--- config.mk ---
export PLATFORM = sky130hd
export DESIGN_NAME = ulb_uart
export DESIGN_NICKNAME = d
export VERILOG_FILES = /design/src/rtl/ulb_pkg.sv /design/src/rtl/ulb_fifo.sv /design/src/rtl/ulb_uart.sv
export SDC_FILE = /design/constraint.sdc
export NUM_CORES = 1
export LEC_CHECK = 0
export ABC_AREA = 1
export BUFFER_PORTS_ARGS = -buffer_cell sky130_fd_sc_hd__buf_4
export CORE_MARGIN = 3
export CORE_UTILIZATION = 60
export DETAILED_ROUTE_END_ITERATION = 6
export PLACE_DENSITY = 0.89
export SLEW_MARGIN = 30
export SYNTH_ARGS = -nofsm -noshare
export SYNTH_HDL_FRONTEND = slang
export SYNTH_SLANG_ARGS = --single-unit
--- constraint.sdc ---
create_clock -name I_CORE_CLK -period 3.2 [get_ports I_CORE_CLK]
set_input_delay 0.32 -clock I_CORE_CLK [delete_from_list [all_inputs] [get_ports I_CORE_CLK]]
set_output_delay 0.32 -clock I_CORE_CLK [all_outputs]
set_load 0.02 [all_outputs]
--- src/rtl/ulb_pkg.sv ---
// constants shared by the serial transceiver and its bench
package ulb_pkg;
   localparam int          DIV_W         = 8;
   localparam logic [7:0]  DIV_MIN       = 8'h04;
   localparam logic [7:0]  DIV_RESET     = 8'hff;
   localparam logic [7:0]  SHIFT_INIT    = 8'hff;
   localparam logic [4:0]  BRK_TX_BASE   = 5'h0d;
   localparam logic [4:0]  BRK_RX_MIN    = 5'h0b;
   localparam logic [3:0]  RX_STOP_LEN   = 4'h1;
   localparam int          FIFO_DEPTH    = 16;
   localparam logic [1:0]  PAR_NONE      = 2'h0;
   localparam logic [1:0]  PAR_ZERO      = 2'h1;
   localparam logic [1:0]  PAR_ODD       = 2'h2;
   localparam logic [1:0]  PAR_EVEN      = 2'h3;
   typedef enum logic [2:0] {TX_IDLE, TX_START, TX_DATA, TX_PAR, TX_STOP, TX_BREAK} ulb_tx_st_t;
   typedef enum logic [2:0] {RX_WAIT, RX_CHECK, RX_DATA, RX_PAR, RX_STOP} ulb_rx_st_t;
endpackage : ulb_pkg

--- src/rtl/ulb_fifo.sv ---
// synchronous valid/ready fifo for transmit characters
module ulb_fifo #(
   parameter int WIDTH = 8,
   parameter int DEPTH = 16
) (
   // clock and reset
   input  wire logic             i_clk,
   input  wire logic             i_rst_b,
   input  wire logic             i_flush,
   // fill side
   input  wire logic             i_valid,
   output logic                  o_ready,
   input  wire logic [WIDTH-1:0] i_data,
   // drain side
   output logic                  o_valid,
   input  wire logic             i_ready,
   output logic      [WIDTH-1:0] o_data
);
   localparam int AW = $clog2(DEPTH);
   initial begin
      if (DEPTH < 2 || (1 << AW) != DEPTH) $error("fifo depth must be a power of two");
   end
   logic [WIDTH-1:0] mem [DEPTH];
   logic [AW:0]      wr_q;
   logic [AW:0]      rd_q;
   wire              full  = (wr_q[AW] != rd_q[AW]) && (wr_q[AW-1:0] == rd_q[AW-1:0]);
   wire              empty = (wr_q == rd_q);
   wire              push  = i_valid && !full;
   wire              pop   = i_ready && !empty;
   assign o_ready = !full;
   assign o_valid = !empty;
   assign o_data  = mem[rd_q[AW-1:0]];
   always_ff @(posedge i_clk) begin
      if (push) mem[wr_q[AW-1:0]] <= i_data;
   end
   always_ff @(posedge i_clk) begin
      if (!i_rst_b || i_flush) begin
         wr_q <= '0;
         rd_q <= '0;
      end else begin
         if (push) wr_q <= wr_q + 1'b1;
         if (pop) rd_q <= rd_q + 1'b1;
      end
   end
endmodule : ulb_fifo

--- src/rtl/ulb_uart.sv ---
// full-duplex serial unit with break transmit and break receive
module ulb_uart #(
   parameter int DATA_W  = 8,
   parameter int FIFO_D  = ulb_pkg::FIFO_DEPTH
) (
   // clock and reset
   input  wire logic              I_CORE_CLK,
   input  wire logic              I_RST_B,
   // control
   input  wire logic              I_UNIT_POWER_ENABLE,
   input  wire logic              I_TRANSMIT_ENABLE,
   input  wire logic              I_RECEIVE_ENABLE,
   input  wire logic              I_BASE_CLK_EN,
   input  wire logic [7:0]        I_BAUD_DIVISOR,
   input  wire logic [1:0]        I_PARITY_MODE,
   input  wire logic              I_TWO_STOP,
   input  wire logic [2:0]        I_BREAK_LENGTH_SELECT,
   input  wire logic              I_BREAK_TRANSMIT_SET,
   input  wire logic              I_BREAK_RECEIVE_SET,
   // transmit data register write
   input  wire logic              I_TX_WRITE,
   input  wire logic [DATA_W-1:0] I_TX_DATA,
   output logic                   O_TX_READY,
   // receive data register read and error flag clears (write 0)
   input  wire logic              I_RX_READ,
   input  wire logic              I_PE_CLR,
   input  wire logic              I_FE_CLR,
   input  wire logic              I_OVE_CLR,
   // status
   output logic                   O_BREAK_TRANSMIT_TRIGGER,
   output logic                   O_BREAK_RECEIVE_FLAG,
   output logic                   O_TRANSMIT_STATUS_FLAG,
   output logic                   O_RECEIVE_STATUS_FLAG,
   output logic                   O_PARITY_ERROR_FLAG,
   output logic                   O_FRAMING_ERROR_FLAG,
   output logic                   O_OVERRUN_ERROR_FLAG,
   output logic [DATA_W-1:0]      O_RX_DATA,
   // event pulses
   output logic                   O_TRANSMIT_BUFFER_FREE_IRQ,
   output logic                   O_RECEIVE_COMPLETE_IRQ,
   output logic                   O_RECEIVE_ERROR_IRQ,
   // serial pins
   input  wire logic              I_SERIAL_INPUT_PIN,
   output logic                   O_SERIAL_OUTPUT_PIN
);
   initial begin
      if (DATA_W != 8) $error("only 8-bit characters are supported");
   end

   wire tx_on = I_UNIT_POWER_ENABLE && I_TRANSMIT_ENABLE;
   wire rx_on = I_UNIT_POWER_ENABLE && I_RECEIVE_ENABLE;
   // a divisor below the minimum is clamped rather than left to misbehave
   wire [7:0] div = (I_BAUD_DIVISOR < ulb_pkg::DIV_MIN) ? ulb_pkg::DIV_MIN : I_BAUD_DIVISOR;

   function automatic logic par_bit(input logic [7:0] d, input logic [1:0] m);
      par_bit = (m == ulb_pkg::PAR_EVEN) ? ^d : (m == ulb_pkg::PAR_ODD) ? ~^d : 1'b0;
   endfunction : par_bit

   // ---------------- input synchroniser and noise filter
   logic sy1_q;
   logic sy2_q;
   logic ph_q;
   logic smp_q;
   logic filt_q;
   always_ff @(posedge I_CORE_CLK) begin
      if (!I_RST_B) begin
         sy1_q  <= 1'b1;
         sy2_q  <= 1'b1;
         ph_q   <= 1'b0;
         smp_q  <= 1'b1;
         filt_q <= 1'b1;
      end else begin
         sy1_q <= I_SERIAL_INPUT_PIN;
         sy2_q <= sy1_q;
         ph_q  <= ~ph_q;
         if (ph_q) begin
            smp_q <= sy2_q;
            if (smp_q == sy2_q) filt_q <= sy2_q;
         end
      end
   end

   // ---------------- transmit fifo
   logic              f_valid;
   logic              f_ready;
   logic [DATA_W-1:0] f_data;
   logic              f_pop;
   ulb_fifo #(.WIDTH(DATA_W), .DEPTH(FIFO_D)) u_fifo (
      .i_clk   (I_CORE_CLK),
      .i_rst_b (I_RST_B),
      .i_flush (!tx_on),
      .i_valid (I_TX_WRITE),
      .o_ready (f_ready),
      .i_data  (I_TX_DATA),
      .o_valid (f_valid),
      .i_ready (f_pop),
      .o_data  (f_data)
   );

   // ---------------- transmitter
   ulb_pkg::ulb_tx_st_t tx_st_q;
   logic [7:0]          tx_cnt_q;
   logic                tx_half_q;
   logic [4:0]          tx_bit_q;
   logic [7:0]          tx_sh_q;
   logic                tx_par_q;
   logic                stt_q;
   logic                txd_q;
   logic                tbf_q;
   logic                txr_q;
   wire  tx_tick = I_BASE_CLK_EN && (tx_cnt_q == div - 8'h01) && tx_half_q;
   wire  [4:0] brk_len = ulb_pkg::BRK_TX_BASE + {2'b00, I_BREAK_LENGTH_SELECT};
   wire  tx_free  = (tx_st_q == ulb_pkg::TX_IDLE) || (tx_tick && tx_st_q == ulb_pkg::TX_STOP
                    && tx_bit_q == {4'h0, I_TWO_STOP});
   wire  go_break = tx_free && stt_q && tx_st_q == ulb_pkg::TX_IDLE;
   assign f_pop   = tx_on && tx_free && f_valid && !go_break && !(stt_q && tx_st_q == ulb_pkg::TX_IDLE);

   always_ff @(posedge I_CORE_CLK) begin
      if (!I_RST_B || !tx_on) begin
         tx_st_q   <= ulb_pkg::TX_IDLE;
         tx_cnt_q  <= '0;
         tx_half_q <= 1'b0;
         tx_bit_q  <= '0;
         tx_sh_q   <= ulb_pkg::SHIFT_INIT;
         tx_par_q  <= 1'b0;
         stt_q     <= 1'b0;
         txd_q     <= 1'b1;
         tbf_q     <= 1'b0;
      end else begin
         tbf_q <= 1'b0;
         if (I_BREAK_TRANSMIT_SET) stt_q <= 1'b1;
         if (I_BASE_CLK_EN) begin
            if (tx_cnt_q == div - 8'h01) begin
               tx_cnt_q  <= '0;
               tx_half_q <= ~tx_half_q;
            end else begin
               tx_cnt_q <= tx_cnt_q + 8'h01;
            end
         end
         if (go_break) begin
            tx_st_q   <= ulb_pkg::TX_BREAK;
            tx_bit_q  <= '0;
            tx_cnt_q  <= '0;
            tx_half_q <= 1'b0;
            txd_q     <= 1'b0;
            tbf_q     <= 1'b1;
         end else if (f_pop) begin
            tx_st_q   <= ulb_pkg::TX_START;
            tx_sh_q   <= f_data;
            tx_par_q  <= par_bit(f_data, I_PARITY_MODE);
            tx_bit_q  <= '0;
            tx_cnt_q  <= '0;
            tx_half_q <= 1'b0;
            txd_q     <= 1'b0;
            tbf_q     <= 1'b1;
         end else if (tx_tick) begin
            case (tx_st_q)
               ulb_pkg::TX_START: begin
                  tx_st_q <= ulb_pkg::TX_DATA;
                  txd_q   <= tx_sh_q[0];
               end
               ulb_pkg::TX_DATA: begin
                  tx_sh_q  <= {1'b1, tx_sh_q[7:1]};
                  tx_bit_q <= tx_bit_q + 5'h01;
                  if (tx_bit_q == 5'h07) begin
                     tx_bit_q <= '0;
                     tx_st_q  <= (I_PARITY_MODE == ulb_pkg::PAR_NONE) ? ulb_pkg::TX_STOP : ulb_pkg::TX_PAR;
                     txd_q    <= (I_PARITY_MODE == ulb_pkg::PAR_NONE) ? 1'b1 : tx_par_q;
                  end else begin
                     txd_q <= tx_sh_q[1];
                  end
               end
               ulb_pkg::TX_PAR: begin
                  tx_st_q <= ulb_pkg::TX_STOP;
                  txd_q   <= 1'b1;
               end
               ulb_pkg::TX_STOP: begin
                  tx_bit_q <= tx_bit_q + 5'h01;
                  if (tx_bit_q == {4'h0, I_TWO_STOP}) tx_st_q <= ulb_pkg::TX_IDLE;
               end
               ulb_pkg::TX_BREAK: begin
                  tx_bit_q <= tx_bit_q + 5'h01;
                  if (tx_bit_q == brk_len - 5'h01) begin
                     txd_q   <= 1'b1;
                     stt_q   <= 1'b0;
                     tx_st_q <= ulb_pkg::TX_IDLE;
                  end
               end
               default: tx_st_q <= ulb_pkg::TX_IDLE;
            endcase
         end
      end
   end

   always_ff @(posedge I_CORE_CLK) begin
      if (!I_RST_B) txr_q <= 1'b0;
      else txr_q <= f_ready && tx_on;
   end

   // ---------------- receiver
   ulb_pkg::ulb_rx_st_t rx_st_q;
   logic [7:0]          rx_cnt_q;
   logic                rx_half_q;
   logic [4:0]          rx_bit_q;
   logic [7:0]          rx_sh_q;
   logic                rx_par_q;
   logic                rx_allzero_q;
   logic                filt_d1_q;
   logic                srf_q;
   logic                rsf_q;
   logic                pe_q;
   logic                fe_q;
   logic                ove_q;
   logic                full_q;
   logic [7:0]          rxd_q;
   logic                rc_q;
   logic                re_q;
   // sample point is the bit centre; one bit time is two divisor periods
   wire  rx_tick  = I_BASE_CLK_EN && (rx_cnt_q == div - 8'h01) && rx_half_q;
   wire  rx_fall  = filt_d1_q && !filt_q;
   wire  par_exp  = (I_PARITY_MODE == ulb_pkg::PAR_ODD) ? ~^rx_sh_q : ^rx_sh_q;
   wire  par_bad  = (I_PARITY_MODE == ulb_pkg::PAR_EVEN || I_PARITY_MODE == ulb_pkg::PAR_ODD)
                    && (filt_q != par_exp);
   // break length in bits counted low before the stop level
   wire  [4:0] low_bits = rx_bit_q + 5'h01;
   wire  brk_ok   = rx_allzero_q && (low_bits >= ulb_pkg::BRK_RX_MIN);
   wire  set_pe   = rx_tick && rx_st_q == ulb_pkg::RX_PAR && par_bad && !srf_q;
   wire  stop_at  = rx_tick && rx_st_q == ulb_pkg::RX_STOP;
   wire  brk_end  = srf_q && rx_tick && rx_st_q != ulb_pkg::RX_CHECK && rx_st_q != ulb_pkg::RX_WAIT && filt_q;
   wire  norm_end = stop_at && !srf_q;
   wire  fe_now   = norm_end && !filt_q;
   wire  ov_now   = norm_end && full_q;

   always_ff @(posedge I_CORE_CLK) begin
      if (!I_RST_B) begin
         filt_d1_q <= 1'b1;
      end else begin
         filt_d1_q <= filt_q;
      end
   end

   always_ff @(posedge I_CORE_CLK) begin
      if (!I_RST_B || !rx_on) begin
         rx_st_q      <= ulb_pkg::RX_WAIT;
         rx_cnt_q     <= '0;
         rx_half_q    <= 1'b0;
         rx_bit_q     <= '0;
         rx_sh_q      <= ulb_pkg::SHIFT_INIT;
         rx_allzero_q <= 1'b1;
         srf_q        <= 1'b0;
         rsf_q        <= 1'b0;
         rc_q         <= 1'b0;
         re_q         <= 1'b0;
      end else begin
         rc_q <= 1'b0;
         re_q <= 1'b0;
         if (I_BREAK_RECEIVE_SET) srf_q <= 1'b1;
         if (I_BASE_CLK_EN) begin
            if (rx_cnt_q == div - 8'h01) begin
               rx_cnt_q  <= '0;
               rx_half_q <= ~rx_half_q;
            end else begin
               rx_cnt_q <= rx_cnt_q + 8'h01;
            end
         end
         case (rx_st_q)
            ulb_pkg::RX_WAIT: begin
               if (rx_fall) begin
                  rx_st_q   <= ulb_pkg::RX_CHECK;
                  rx_cnt_q  <= '0;
                  rx_half_q <= 1'b0;
               end
            end
            ulb_pkg::RX_CHECK: begin
               if (I_BASE_CLK_EN && rx_cnt_q == div - 8'h01) begin
                  rx_cnt_q  <= '0;
                  rx_half_q <= 1'b0;
                  rx_bit_q  <= '0;
                  rx_allzero_q <= 1'b1;
                  rx_st_q   <= filt_q ? ulb_pkg::RX_WAIT : ulb_pkg::RX_DATA;
                  rsf_q     <= !filt_q;
               end
            end
            ulb_pkg::RX_DATA: begin
               if (brk_end) begin
                  rsf_q   <= 1'b0;
                  rx_st_q <= ulb_pkg::RX_WAIT;
               end else if (rx_tick) begin
                  if (filt_q) rx_allzero_q <= 1'b0;
                  if (!srf_q) rx_sh_q <= {filt_q, rx_sh_q[7:1]};
                  rx_bit_q <= rx_bit_q + 5'h01;
                  if (rx_bit_q == 5'h07 && !srf_q)
                     rx_st_q <= (I_PARITY_MODE == ulb_pkg::PAR_NONE) ? ulb_pkg::RX_STOP : ulb_pkg::RX_PAR;
               end
            end
            ulb_pkg::RX_PAR: begin
               if (rx_tick) rx_st_q <= ulb_pkg::RX_STOP;
            end
            ulb_pkg::RX_STOP: begin
               if (rx_tick) begin
                  rsf_q   <= 1'b0;
                  rx_st_q <= ulb_pkg::RX_WAIT;
                  rc_q    <= !fe_now && !ov_now && !pe_q && !set_pe;
                  re_q    <= fe_now || ov_now || pe_q;
               end
            end
            default: rx_st_q <= ulb_pkg::RX_WAIT;
         endcase
         if (brk_end) begin
            if (brk_ok) begin
               rc_q  <= 1'b1;
               srf_q <= 1'b0;
            end // short break: silent return to break-wait, flag kept
            rx_sh_q <= ulb_pkg::SHIFT_INIT;
         end
         if (rx_st_q == ulb_pkg::RX_DATA && rx_tick && srf_q && !filt_q && rx_bit_q == 5'h1f)
            rx_st_q <= ulb_pkg::RX_WAIT;
      end
   end

   // errors, receive data and buffer occupancy; set wins over a software clear
   always_ff @(posedge I_CORE_CLK) begin
      if (!I_RST_B || !I_UNIT_POWER_ENABLE) begin
         pe_q   <= 1'b0;
         fe_q   <= 1'b0;
         ove_q  <= 1'b0;
         full_q <= 1'b0;
         rxd_q  <= ulb_pkg::SHIFT_INIT;
      end else begin
         pe_q  <= set_pe || (pe_q && !I_PE_CLR);
         fe_q  <= fe_now || (fe_q && !I_FE_CLR);
         ove_q <= ov_now || (ove_q && !I_OVE_CLR);
         if (norm_end && !full_q) begin
            rxd_q  <= rx_sh_q;
            full_q <= 1'b1;
         end else if (I_RX_READ) begin
            full_q <= 1'b0;
         end
      end
   end

   // busy while a frame or break shifts or characters wait; flag must be 0 before reinit
   logic txs_q;
   always_ff @(posedge I_CORE_CLK) begin
      if (!I_RST_B) txs_q <= 1'b0;
      else txs_q <= tx_on && (tx_st_q != ulb_pkg::TX_IDLE || f_valid);
   end

   // ---------------- outputs
   assign O_TX_READY                 = txr_q;
   assign O_BREAK_TRANSMIT_TRIGGER   = stt_q;
   assign O_BREAK_RECEIVE_FLAG       = srf_q;
   assign O_TRANSMIT_STATUS_FLAG     = txs_q;
   assign O_RECEIVE_STATUS_FLAG      = rsf_q;
   assign O_PARITY_ERROR_FLAG        = pe_q;
   assign O_FRAMING_ERROR_FLAG       = fe_q;
   assign O_OVERRUN_ERROR_FLAG       = ove_q;
   assign O_RX_DATA                  = rxd_q;
   assign O_TRANSMIT_BUFFER_FREE_IRQ = tbf_q;
   assign O_RECEIVE_COMPLETE_IRQ     = rc_q;
   assign O_RECEIVE_ERROR_IRQ        = re_q;
   assign O_SERIAL_OUTPUT_PIN        = txd_q;
endmodule : ulb_uart

# Word-level counts from Yosys, hierarchy flattened
# Memories as Yosys holds them, arrays and structs flattened. A register that Yosys moved wholly into a read port is not among the register bits.
# Cells that the tools add are included.
# totals
memories	1
out_inout_bits	20
ff_bits	89
wordCells	282
ramBits	128
inputBits	36
# memory_table
memory	depth	word_bits	read_ports	rd_clocked_by_memory_dff	wr	line	source
u_fifo.mem	16	8	1	1	1	ulb_fifo.sv:23	logic [WIDTH-1:0] mem [DEPTH];
# classes
magnitude_cmp	2
bitwise_logic	7
n_eq_ne	40
n_addsub	9
reduce_logical	110
muxes	78
# op_table
operator	count
8-bit two-way mux	9
1-bit logical AND	46
3-bit two-way mux	14
1-bit two-way mux	39
3-bit one-hot mux with 5 select lines	2
5-bit by 1-bit adder with 5-bit output, second input constant	4
5-bit two-way mux	4
2-bit != test, second input constant	10
5-bit one-hot mux with 2 select lines	2
1-bit logical NOT	18
8-bit by 1-bit adder with 8-bit output, second input constant	2
8-bit equality test	2
8-bit one-hot mux with 2 select lines	1
4-bit AND reduction	4
8-bit XNOR reduction	2
8-bit parity	2
3-bit by 2-bit equality test with 1-bit output, second input constant	4
3-bit nonzero test	4
1-bit logical OR	11
5-bit by 3-bit equality test with 1-bit output, second input constant	2
5-bit equality test	2
2-bit nonzero test	5
3-bit equality test, second input constant	3
3-bit AND reduction	3
other kinds (31)	51

# Depth between registers and ports, before layout
# Gate-level depths: netlist of the first run.
# logic_depth
ltp_word	17
depth_mapped	21
depth_no_buf	20

# Cells and area by module
# A second synthesis of the first run with hierarchy kept.
# hier_totals
cells_unflattened	1219
area_unflattened_um2	10787.8
# modules_own_cells
mod	seq_area_each_um2	area_per_inst_um2	cells_per_inst	instances
ulb_fifo	4124.0	6007.0	537	1
ulb_uart	1581.5	4780.8	682	1

# Worst setup path before layout of the first run
# No wires, ideal clock.
# synth_timing
path_kind	input port to flip-flop
from	in I_BAUD_DIVISOR[6]
to	reg rx_sh_q[6]
path_slack_ps	614
path_stages	19
arrival_ps	2466
required_ps	3080
setup_ps	120
n_path_buf	2
path_cell_list	nor2_2 -> nand3_2 -> buf_6 -> nand2_2 -> ha_1 -> inv_1 -> nor2_1 -> nand4_1 -> nand3_1 -> nand2_1 -> nor2_2 -> nand2_1 -> nor2_2 -> nand4_4 -> nor2_2 -> nand2_2 -> buf_6 -> a21oi_1 -> o21ai_1
# synth_via
elab_chain_cells	11
word_cells_on_any_way	12
classes_between	add/sub (1); order compare (1); eq/ne (1); mux (1); reduce/logical (8)
# synth_rtl
item	line	source
start: declaration	ulb_uart.sv:14	input wire logic [7:0] I_BAUD_DIVISOR,
8-bit by 3-bit < comparator with 1-bit output	ulb_uart.sv:53	wire [7:0] div = (I_BAUD_DIVISOR < ulb_pkg::DIV_MIN) ? ulb_pkg::DIV_MIN : I_BAUD_DIVISOR;
8-bit two-way mux *	ulb_uart.sv:53	
8-bit by 1-bit subtractor with 8-bit output *	ulb_uart.sv:219	wire rx_tick = I_BASE_CLK_EN && (rx_cnt_q == div - 8'h01) && rx_half_q;
8-bit equality test *	ulb_uart.sv:219	
1-bit logical AND * (2 in a row)	ulb_uart.sv:219	
1-bit logical AND (4 in a row)	ulb_uart.sv:229	wire brk_end = srf_q && rx_tick && rx_st_q != ulb_pkg::RX_CHECK && rx_st_q != ulb_pkg::RX_WAIT && filt_q;
2-bit OR reduction (no source line)	-	
end signal: assignment	ulb_uart.sv:248	rx_sh_q <= ulb_pkg::SHIFT_INIT;
end signal: assignment	ulb_uart.sv:290	if (!srf_q) rx_sh_q <= {filt_q, rx_sh_q[7:1]};
end signal: assignment	ulb_uart.sv:314	rx_sh_q <= ulb_pkg::SHIFT_INIT;
end: declaration	ulb_uart.sv:205	logic [7:0] rx_sh_q;
# Mark *: on every way between the ends. The rest lies on a longest branch, timed or not.
# A chain may end at the register's enable or synchronous reset.

==> summary.md, run 1 <==
| Metric | Value |
|---|---|
| Clk_lat worst skew | `around 0.53 ns` |
| Min Tclk post-route | `around 2.6 ns` |
| F_max | `between 300 and 400 MHz` |
| Fraction of registers with async set/reset | `0%` |
| Synth top area cells | `edfxtp_1, dfxtp_1, nor2_1` |
| Avg WL per Cell | `about 17 um` |
| Area grow syn2layout | `14.04%` |
| Root Buffer | `clkbuf_16` |
| Die Wd | `between 100 and 150 um` |
| Mapped Avg Cell Area | `just over 9 um2` |
| Final number of hold-violating endpoints | `0` |
| Post-synthesis sequential area ratio | `about 55%` |
| Post-synth EDFFs | `approximately 130` |
| Period Utilization, post-route | `roughly 80%` |
| Worst VDD drop | `between 500 and 600 uV` |
| Net count after synthesis | `about 1200` |
| Distinct cell type count after synthesis | `48` |
| Status | `completed` |
| TritonCTS Sinks | `221` |
| Crit Path Max Fanout | `64` |
| CP Data Arrival Time | `about 3.0 ns` |
| Hold crit path type | `input pin to register` |
| Chip height | `137.5 um` |
| Top FF cell, synth | `edfxtp_1` |
| I/O Buffers | `between 50 and 60` |
| Vias | `between 8000 and 9000` |
| Ys Warns | `0` |
| Drt total wl | `24800 um` |
| Die area | `between 15000 and 20000 um2` |
| Crit. End Element | `register` |
| Max stage delay on crit path | `0.50 ns` |
| Slew headroom | `36.32%` |
| Ports | `56` |
| Final instance area | `11840 um2` |
| DRC | `0` |
| Row Count | `47` |
| Core area | `16760 um2` |
| Post-synth top area share | `a little under two fifths` |
| Slew Limit Fails | `0` |
| Vias in the first global route | `between 8000 and 9000` |
| Clock buffer depth | `3` |
| Worst EP required | `roughly 3.6 ns` |
| Fillers | `between 1000 and 1500` |
| Largest net degree at the start of global routing | `65` |
| WP buf/inv | `1` |
| Layout Cells excl Fill | `about 1500` |
| Worst setup SP type | `register` |
| Final Setup Violations | `0` |
| 1st-iter DRT viols | `about 860` |
| Cell Area, Placed | `about 11000 um2` |
| Layout cells sized above 1 | `12.44%` |
| Syn Std Cell Area | `around 10000 um2` |
| N_diodes | `0` |
| HPWL after DPL | `~16000 um` |
| Final #Nets | `about 1300` |
| LEAKAGE | `4.638 nW` |
| CP max-delay cell | `buf_4` |
| Gr ovfl total | `0` |
| Total of max-cap violations | `0` |
| TritonRoute pass-1 iters | `6` |
| Setup TNS | `0 ns` |
| WS Path Type | `register to register` |
| Num CTS Buffers | `24` |
| Mapped Cells | `1147` |
| Clock transition at path regs | `0.05 ns` |
| Dpl cells | `1403` |
| Final Skew | `~0.023 ns` |
| Final WS setup | `approximately 0.64 ns` |
| Most frequent CP cell | `nand2_1` |
| ANT nets after route | `0` |
| CTS tree | `built` |
| Antenna violations before repair | `0` |
| First-pass GRT wire length | `39150 um` |
| Hold buffer count at cts | `3` |
| Vias/cell | `a little under 6` |
| Yosys top cell by area | `edfxtp_1` |
| Critical-path cell list | `buf_4 > nor2_1 > nor2_1 > o21ai_0 > o211ai_1 > nand3_1 > nand2_1 > xor2_1 > nand2_1 > nand2_1 > nand2_1 > nand3b_1 > nand2_1 > nor2_1 > nor2_1` |
| Power per Cell Area | `a little over 500 nW/um2` |
| RSZ-0062 raised after global routing | `no` |
| Crit-path leading delay family | `simple AND/OR/NAND/NOR gates` |
| Initial Util | `61.95%` |
| Worst-Margin Slew | `~0.95 ns` |
| Gr usage total | `between 20% and 30%` |
| Worst slack, placed | `0.2003 ns` |
| # resized after CTS | `0` |
| Routability congestion estimate | `between 0.9 and 1` |
| Number of synthesized register bits | `~220` |
| # Post-CTS Setup Buffers | `0` |
| CTS H-tree lvls | `1` |
## metal layers
metal | global-route usage (%) | up-vias | share of wire (%)
met5 | 0 | - | 0
li1 | - | 4040 | -
met3 | 3.981 | 66 | 8.2
met4 | 8.703 | 0 | 2.7
met2 | 45.69 | 442 | 50
met1 | 32.57 | 4010 | 39
## path summary, 6_finish.rpt
kind / from / to / slack [ns] / cells after the start
worst max-delay path: register / tx_par_q$_SDFFE_PP0P_ / 0.64 / 15
worst min register to register: sy1_q$_SDFF_PN1_ / sy2_q$_SDFF_PN1_ / 0.43 / 1
worst min-delay path: I_BREAK_TRANSMIT_SET / O_BREAK_TRANSMIT_TRIGGER$_SDFF_PP0_ / 0.05 / 3
worst max register to register: register / tx_par_q$_SDFFE_PP0P_ / 0.64 / 15
## power breakdown
group          switching [mW]  total [mW]  internal, mW
logic                   0.180       0.275        0.0954
clock network            1.10        2.73          1.62
registers             0.00931        3.03          3.02
## cell usage after synthesis, types with 4 or more instances
| cell type | instances |
|---|---|
| nand2_2 | 7 |
| buf_6 | 4 |
| xnor2_1 | 12 |
| o211ai_1 | 22 |
| o22ai_1 | 4 |
| nor3_1 | 14 |
| clkinv_1 | 4 |
| nand4_1 | 14 |
| nor2_1 | 181 |
| o221ai_1 | 12 |
| or2_2 | 5 |
| o21ai_0 | 84 |
| o211ai_2 | 6 |
| a21oi_1 | 38 |
| dfxtp_1 | 93 |
| clkbuf_1 | 23 |
| nand2_1 | 163 |
| nand3_1 | 102 |
| inv_1 | 108 |
| o21ai_1 | 19 |
| ha_1 | 12 |
| nand3_2 | 4 |
| nand3b_1 | 8 |
| edfxtp_1 | 128 |
| buf_2 | 5 |
| xor2_1 | 34 |
| inv_2 | 4 |
| nor2_2 | 11 |
## stage by stage
stage,hold WS (ns),utilization (%),total power [mW]
after floorplan,0.3900,-,3.245
after global placement,0.4025,65.71,3.345
after detailed placement,0.4087,65.71,3.354
after CTS,0.03742,70.65,6.055
after global routing,0.04221,70.65,6.206
final,0.04881,70.65,6.030
## flip-flops by register name, indices dropped and copies added (netlist names), 3 cells and up, named ones only
register,flops
tx_st_q,3
tx_sh_q,8
rx_sh_q,8
u_fifo.mem,128
u_fifo.rd_q,5
rx_bit_q,5
u_fifo.wr_q,5
tx_cnt_q,8
rx_st_q,3
O_RX_DATA,8
tx_bit_q,5
rx_cnt_q,8
## cell type report
cell class                 count  area [um2]  share of cell area [%]
sequential                   221        5707                   48.20
multi-input combinational    776        4070                   34.38
clock buffer                  31       656.9                   5.548
timing repair buffer          73       555.5                   4.692
inverter                     116       435.4                   3.677
tap                          220       275.3                   2.325
clock inverter                13       140.1                   1.184
## worst reg2reg max path, delay by kind of cell (launching register included)
family,cells,cell delay (ns)
AO/OA/AOI/OAI,2,0.25
XOR/XNOR,1,0.21
buffers and inverters,1,0.50
flip-flops,1,0.33
AND/OR/NAND/NOR,11,1.16
## logic make-up after synthesis
logic type      count (synthesis)  share of synthesized area [%]
fa+ha+maj                      12                          1.446
flops                         221                          54.95
buf+inv                       150                          5.845
simple gates                  520                          22.42
xor+xnor                       46                          3.880
compound gates                198                          11.46
## layout by cell type (no fill, tap or decap), drive strengths merged, types with 4 or more instances in the layout
cell / netlist / layout
or2: 5 / 5
buf: 10 / 70
inv: 112 / 113
clkinv: 4 / 14
dfxtp: 93 / 93
o22ai: 4 / 4
edfxtp: 128 / 128
clkbuf: 23 / 31
a21oi: 40 / 40
nor2: 193 / 193
o221ai: 12 / 12
ha: 12 / 12
o21ai: 104 / 104
nand3: 107 / 107
nand4: 17 / 17
xor2: 34 / 34
o211ai: 28 / 28
nand3b: 8 / 8
xnor2: 12 / 12
nor3: 14 / 14
nand2: 172 / 172
Note: power is estimated with default switching activity, not from simulation.
==> run 2: changes to the inputs <==
--- a/config.mk
+++ b/config.mk
@@ -5,12 +5,12 @@
 export SDC_FILE = /design/constraint.sdc
 export NUM_CORES = 1
 export LEC_CHECK = 0
-export ABC_AREA = 1
+export ABC_AREA = 0
 export BUFFER_PORTS_ARGS = -buffer_cell sky130_fd_sc_hd__buf_4
 export CORE_MARGIN = 3
-export CORE_UTILIZATION = 60
+export CORE_UTILIZATION = 55
 export DETAILED_ROUTE_END_ITERATION = 6
-export PLACE_DENSITY = 0.89
+export PLACE_DENSITY = 0.87
 export SLEW_MARGIN = 30
 export SYNTH_ARGS = -nofsm -noshare
 export SYNTH_HDL_FRONTEND = slang
==> constraint.sdc (replaced) <==
create_clock -name I_CORE_CLK -period 2.2 [get_ports I_CORE_CLK]
set_input_delay 0.22 -clock I_CORE_CLK [delete_from_list [all_inputs] [get_ports I_CORE_CLK]]
set_output_delay 0.22 -clock I_CORE_CLK [all_outputs]
set_load 0.02 [all_outputs]
==> summary.md, run 2 <==
| Metric | Value |
|---|---|
| Final instance area | `between 10000 and 15000 um2` |
| Final Setup Violations | `between 100 and 150` |
| Crit Path Max Fanout | `5` |
| Antenna violations before repair | `0` |
| Number of flip-flops in the largest register | `around 130` |
| F_max | `around 320 MHz` |
| FF-to-FF setup slack | `-0.68 ns` |
| Fraction of registers with async set/reset | `0%` |
| Initial Util | `between 50% and 60%` |
| Final #Nets | `about 1100` |
| Post-synth top area share | `38.27%` |
| Commonest non-fill, non-tap cell in the layout | `buf_4` |
| Final Util | `between 70% and 80%` |
| Die Wd | `between 100 and 150 um` |
| Worst setup path start | `I_BAUD_DIVISOR[7]` |
| Clk_lat worst skew | `between 0.5 and 0.6 ns` |
| Layout cells sized above 1 | `approximately 36%` |
| Number of synthesized register bits | `approximately 220` |
| TritonCTS Sinks | `221` |
| DRC | `0` |
| Clock buffer depth | `3` |
| LEAKAGE | `4.801 nW` |
| Worst reg2reg endpoint | `tx_par_q$_SDFFE_PP0P_` |
| Final WS setup | `-0.9647 ns` |
| Worst-Margin Slew | `approximately 0.8 ns` |
| End of the critical path | `rx_bit_q[2]$_SDFFE_PP0P_` |
| Die area | `around 20000 um2` |
| Most frequent cells after synthesis | `edfxtp_1, dfxtp_1, nor2_1` |
| Most frequent CP cell | `or3_4` |
| Ports | `between 50 and 60` |
| N_diodes | `0` |
| Total of max-cap violations | `0` |
| Total power draw | `approximately 8.8 mW` |
| Core area | `around 18000 um2` |
| Hold crit path type | `input pin to register` |
| HPWL after DPL | `between 15000 and 20000 um` |
| Most common cell in the netlist | `edfxtp_1` |
| Net count after synthesis | `approximately 870` |
| Area grow syn2layout | `32.32%` |
| Drt total wl | `~31000 um` |
| Ys Warns | `0` |
| Gr ovfl total | `0` |
| CP Data Arrival Time | `~3.6 ns` |
| Final Skew | `~0.014 ns` |
| Clock transition at path regs | `0.06 ns` |
| Min Tclk post-route | `approximately 3.2 ns` |
| Vias/cell | `between 6 and 7` |
| Worst EP required | `around 2.6 ns` |
| Post-synth EDFFs | `128` |
| Critical-path cell list | `buf_6 > or3_4 > o21ai_4 > ha_4 > or3b_4 > or3_4 > a21boi_2 > o2111ai_2 > nor4_4 > or4b_4 > or4b_1 > a21oi_1` |
| Most frequent cells in the layout | `buf_4, edfxtp_1, dfxtp_1, nand2_1, nor2_1` |
| Synth top area cells | `edfxtp_1, dfxtp_1, mux4_2` |
| Row Count | `48` |
| Chip height | `about 140 um` |
| Status | `complete, but fails checks` |
| RSZ-0062 raised after global routing | `yes` |
| Slew headroom | `between 40% and 50%` |
| Setup TNS | `-56.62 ns` |
| 1st-iter DRT viols | `between 900 and 1000` |
| Dpl cells | `~1200` |
| CP max-delay cell | `or4b_4` |
| CTS H-tree lvls | `1` |
| Failing checks | `setup timing` |
| Crit. End Element | `register` |
| WS Path Type | `input pin to register` |
| Gr usage total | `roughly 29%` |
| Mapped Cells | `824` |
| Syn Std Cell Area | `10040 um2` |
| Routability congestion estimate | `~0.9` |
| Power per Cell Area | `~660 nW/um2` |
| First-pass GRT wire length | `around 45000 um` |
| Post-synthesis sequential area ratio | `between 50% and 60%` |
| Layout Cells excl Fill | `roughly 1300` |
| Largest net degree at the start of global routing | `20` |
| ANT nets after route | `0` |
| Mapped Avg Cell Area | `approximately 12 um2` |
| TritonRoute pass-1 iters | `6` |
| Period Utilization, post-route | `143.9%` |
| Slew Limit Fails | `0` |
| Distinct cell type count after synthesis | `about 70` |
| Max stage delay on crit path | `approximately 0.56 ns` |
| Root Buffer | `clkbuf_16` |
| Cell Area, Placed | `around 12000 um2` |
| Worst VDD drop | `approximately 710 uV` |
| Final number of hold-violating endpoints | `0` |
| R2R cell count | `10` |
| CTS tree | `built` |
| Avg WL per Cell | `24.32 um` |
| Vias in the first global route | `between 8000 and 9000` |
| Top FF cell, synth | `edfxtp_1` |
| Vias | `around 8000` |
| Num CTS Buffers | `23` |
| Worst setup SP type | `input pin` |
| Yosys top cell by area | `edfxtp_1` |
| I/O Buffers | `between 50 and 60` |
## run 2: worst max-delay path, delay by kind of cell
kind,cells,cell delay [ns]
simple gates,6,2.39
compound gates,4,0.72
fa+ha+maj,1,0.15
buf+inv,1,0.09
## run 2: how the worst min path moves through the flow
stage                                 from                     endpoint  slack (ns)  cells after the start
after floorplan                    I_RST_B           smp_q$_SDFFE_PN1P_        0.28                      1
after global placement    sy1_q$_SDFF_PN1_             sy2_q$_SDFF_PN1_        0.39                      1
after detailed placement  sy1_q$_SDFF_PN1_             sy2_q$_SDFF_PN1_        0.41                      1
after CTS                     I_TX_DATA[0]   u_fifo.mem[7][0]$_DFFE_PP_        0.02                      1
after global routing          I_TX_DATA[7]   u_fifo.mem[4][7]$_DFFE_PP_        0.03                      1
final                         I_TX_DATA[6]  u_fifo.mem[15][6]$_DFFE_PP_        0.02                      1
## run 2: power breakdown
| group | internal, mW | total (mW) | switching [mW] |
|---|---|---|---|
| Combinational | 0.248 | 0.531 | 0.282 |
| Sequential | 4.39 | 4.40 | 0.0133 |
| Clock | 2.28 | 3.86 | 1.58 |
## run 2: metrics by stage
| step | worst slack [ns] | hold slack [ns] |
|---|---|---|
| finish | -0.9647 | 0.02270 |
| global route | -1.069 | 0.03351 |
| CTS | -0.8709 | 0.01542 |
| detailed placement | -1.436 | 0.4057 |
| global placement | -1.408 | 0.3906 |
| floorplan | -1.603 | 0.2819 |
## run 2: area by class of cell
class,instances,area (um2)
Timing Repair Buffer,211,1807
Sequential cell,221,5708
Tap cell,225,281.5
Inverter,10,37.54
Fill cell,917,4308
Clock buffer,33,653.1
Multi-Input combinational cell,555,4728
Clock inverter,5,73.82
## run 2: routing by layer
metal	share of wire (%)	GRT usage, %	up-vias
li1	-	-	3498
met1	35	36.18	3994
met2	50	48.41	565
met3	8.9	4.986	171
met4	6.0	12.29	0
met5	0	0	-
## run 2: kinds of logic (layout without fill, tap and decap cells)
logic type | after synthesis | after routing | synth area share (%)
mux | 65 | 65 | 10.79
fa+ha+maj | 12 | 12 | 1.495
flops | 221 | 221 | 56.81
compound gates | 128 | 128 | 8.609
buf+inv | 48 | 259 | 1.894
simple gates | 293 | 293 | 15.30
xor+xnor | 57 | 57 | 5.108
## run 2: timing repair
| item | in CTS | in global routing |
|---|---|---|
| hold buffers | 8 | 0 |
| endpoints found under the setup margin | 209 | 199 |
| pin swaps | 27 | 16 |
| endpoints found under the hold margin | 10 | 0 |
| cloned | 1 | 0 |
| resized for setup | 88 | 41 |
| setup buffers | 10 | 12 |
==> run 3: changes to the inputs <==
--- a/config.mk
+++ b/config.mk
@@ -7,10 +7,11 @@
 export LEC_CHECK = 0
 export ABC_AREA = 0
 export BUFFER_PORTS_ARGS = -buffer_cell sky130_fd_sc_hd__buf_4
+export CAP_MARGIN = 20
 export CORE_MARGIN = 3
-export CORE_UTILIZATION = 55
+export CORE_UTILIZATION = 60
 export DETAILED_ROUTE_END_ITERATION = 6
-export PLACE_DENSITY = 0.87
+export PLACE_DENSITY = 0.9
 export SLEW_MARGIN = 30
 export SYNTH_ARGS = -nofsm -noshare
 export SYNTH_HDL_FRONTEND = slang
==> constraint.sdc (replaced) <==
create_clock -name I_CORE_CLK -period 3.32 [get_ports I_CORE_CLK]
set_input_delay 0.332 -clock I_CORE_CLK [delete_from_list [all_inputs] [get_ports I_CORE_CLK]]
set_output_delay 0.332 -clock I_CORE_CLK [all_outputs]
set_load 0.02 [all_outputs]
==> summary.md, run 3 (same netlist as run 2, synthesis figures left out) <==
| Metric | Value |
|---|---|
| Worst hold start | `I_RX_READ` |
| Routability congestion estimate | `~0.91` |
| Most frequent cells in the layout | `edfxtp_1, buf_4, dfxtp_1, nor2_1, nand2_1` |
| Drt total wl | `26380 um` |
| Clock transition at path regs | `0.07 ns` |
| ANT nets after route | `0` |
| WS Path Type | `input pin to register` |
| Largest net degree at the start of global routing | `33` |
| Final Skew | `approximately 0.014 ns` |
| Most frequent CP cell | `or3_4` |
| Final number of hold-violating endpoints | `0` |
| FF-to-FF setup slack | `~0.30 ns` |
| Num CTS Buffers | `23` |
| DRC | `0` |
| Worst-Margin Slew | `between 0.9 and 1 ns` |
| TritonCTS Sinks | `221` |
| Status | `completed` |
| Number of flip-flops in the largest register | `~130` |
| Core area | `~16000 um2` |
| Critical-path cell list | `buf_4 > or3_4 > o21ai_2 > ha_2 > or3b_1 > or3_4 > a21boi_2 > o2111ai_2 > nor4_4 > or4b_4 > or4_4 > a21oi_1` |
| TritonRoute pass-1 iters | `7` |
| First-pass GRT wire length | `40990 um` |
| Final #Nets | `~1000` |
| CTS H-tree lvls | `1` |
| Hold Path End | `full_q$_SDFFE_PP0P_` |
| Area grow syn2layout | `18.87%` |
| Worst slack, placed | `-0.4890 ns` |
| Total of max-cap violations | `0` |
| Antenna violations before repair | `1` |
| Sw Ratio | `21.37%` |
| RSZ-0062 raised after global routing | `yes` |
| Cell Area, Placed | `11140 um2` |
| Initial Util | `between 60 and 70%` |
| Crit Path Max Fanout | `6` |
| Vias in the first global route | `between 7000 and 8000` |
| Sequential share of power | `51.0%` |
| Total power draw | `~5.7 mW` |
| Min Tclk post-route | `approximately 3.3 ns` |
| Worst setup SP type | `input pin` |
| Commonest non-fill, non-tap cell in the layout | `edfxtp_1` |
| Switching power | `between 1 and 1.5 mW` |
| I/O Buffers | `55` |
| Clock buffer depth | `3` |
| R2R cell count | `9` |
| Combinational fraction of design power | `about 4.8%` |
| Worst VDD drop | `approximately 630 uV` |
| Period Utilization, post-route | `about 100%` |
| Chip height | `between 100 and 150 um` |
| Root Buffer | `clkbuf_16` |
| N_diodes | `0` |
| Internal | `between 4 and 5 mW` |
| Clk_lat worst skew | `around 0.52 ns` |
| CP Data Arrival Time | `between 3 and 4 ns` |
| 1st-iter DRT viols | `between 900 and 1000` |
| Layout cells sized above 1 | `between 20% and 30%` |
| Vias/cell | `6.559` |
| Die area | `approximately 18000 um2` |
| Final Setup Violations | `0` |
| Crit. End Element | `register` |
| Avg WL per Cell | `roughly 23 um` |
| CP max-delay cell | `or4b_4` |
| HPWL after DPL | `between 15000 and 20000 um` |
| Setup TNS | `0 ns` |
| Power per Cell Area | `between 400 and 500 nW/um2` |
| Max stage delay on crit path | `approximately 0.56 ns` |
| Ports | `56` |
| Slew Limit Fails | `0` |
| Final Util | `approximately 74%` |
| Slew headroom | `38.29%` |
| Final instance area | `roughly 12000 um2` |
| Worst reg2reg endpoint | `tx_par_q$_SDFFE_PP0P_` |
| Clock share of power | `between 40% and 50%` |
| Die Wd | `135.4 um` |
| Worst EP required | `roughly 3.8 ns` |
| Gr usage total | `~29%` |
| Row Count | `46` |
| F_max | `slightly above 300 MHz` |
| Vias | `approximately 7600` |
| Gr ovfl total | `0` |
| Final WS setup | `0.05086 ns` |
| Hold path depth | `3` |
| LEAKAGE | `roughly 4.2 nW` |
| Hold crit path type | `input pin to register` |
| CTS tree | `built` |
==> run 3: changes by cell type in the layout (fill, tap and decap cells not counted), sizes merged <==
cell         delta
clkinv          +6
clkbuf          -4
buf            -86
dlygate4sd3     -7
inv             +1
==> run 3: cell type report <==
class / count / area [um2]
sequential: 221 / 5707
inverter: 10 / 37.54
timing repair buffer: 118 / 913.4
tap: 216 / 270.3
clock inverter: 12 / 113.9
clock buffer: 29 / 618.1
fill: 988 / 4177
multi-input combinational: 555 / 4279
==> run 3: through the flow <==
| stage | instances | hold slack (ns) |
|---|---|---|
| 3_5_place_dp | 1117 | 0.3970 |
| 3_3_place_gp | 1117 | 0.3916 |
| 5_1_grt | 1161 | 0.08809 |
| 4_1_cts | 1159 | 0.07148 |
| 6_report | 1161 | 0.08207 |
| 2_1_floorplan | 824 | 0.3863 |
==> run 3: how the worst max path moves through the flow <==
| stage | start | to | slack (ns) | cells past startpoint |
|---|---|---|---|---|
| 2_1_floorplan | I_BAUD_DIVISOR[5] | tx_sh_q[2]$_SDFFE_PP1P_ | -0.60 | 16 |
| 3_3_place_gp | I_BAUD_DIVISOR[5] | tx_sh_q[1]$_SDFFE_PP1P_ | -0.41 | 12 |
| 3_5_place_dp | I_BAUD_DIVISOR[5] | rx_bit_q[3]$_SDFFE_PP0P_ | -0.49 | 12 |
| 4_1_cts | I_BAUD_DIVISOR[5] | rx_bit_q[0]$_SDFFE_PP0P_ | 0.005 | 13 |
| 5_1_grt | I_BAUD_DIVISOR[5] | rx_bit_q[0]$_SDFFE_PP0P_ | -0.03 | 13 |
| 6_report | I_BAUD_DIVISOR[5] | rx_bit_q[3]$_SDFFE_PP0P_ | 0.05 | 12 |
==> run 3: power by group through the flow <==
| stage | Combinational [mW] | Sequential [mW] | Clock (mW) |
|---|---|---|---|
| after floorplan | 0.136 | 2.97 | 0 |
| after global placement | 0.251 | 2.97 | 0 |
| after detailed placement | 0.259 | 2.98 | 0 |
| after CTS | 0.265 | 2.92 | 2.56 |
| after global routing | 0.291 | 2.92 | 2.65 |
| final | 0.273 | 2.92 | 2.53 |
==> run 3: critical path, delay by kind of cell <==
| family | cells | cell delay (ns) |
|---|---|---|
| simple gates | 6 | 2.41 |
| compound gates | 4 | 0.64 |
| fa+ha+maj | 1 | 0.20 |
| buf+inv | 1 | 0.11 |
==> run 3: metal layers <==
metal | part of all wire, % | wire length, um | GRT usage, %
met4 | 4.7 | 1231 | 11.70
met1 | 37 | 9869 | 37.31
met3 | 9.5 | 2499 | 5.349
met5 | 0.049 | 13 | 0
met2 | 48 | 12770 | 47.84
==> run 3: what timing repair did <==
item / CTS / global route
endpoints found under the hold margin: 1 / 0
gates resized for setup: 0 / 11
hold buffers: 1 / 0
setup endpoints to repair: 0 / 33
setup buffers: 0 / 2
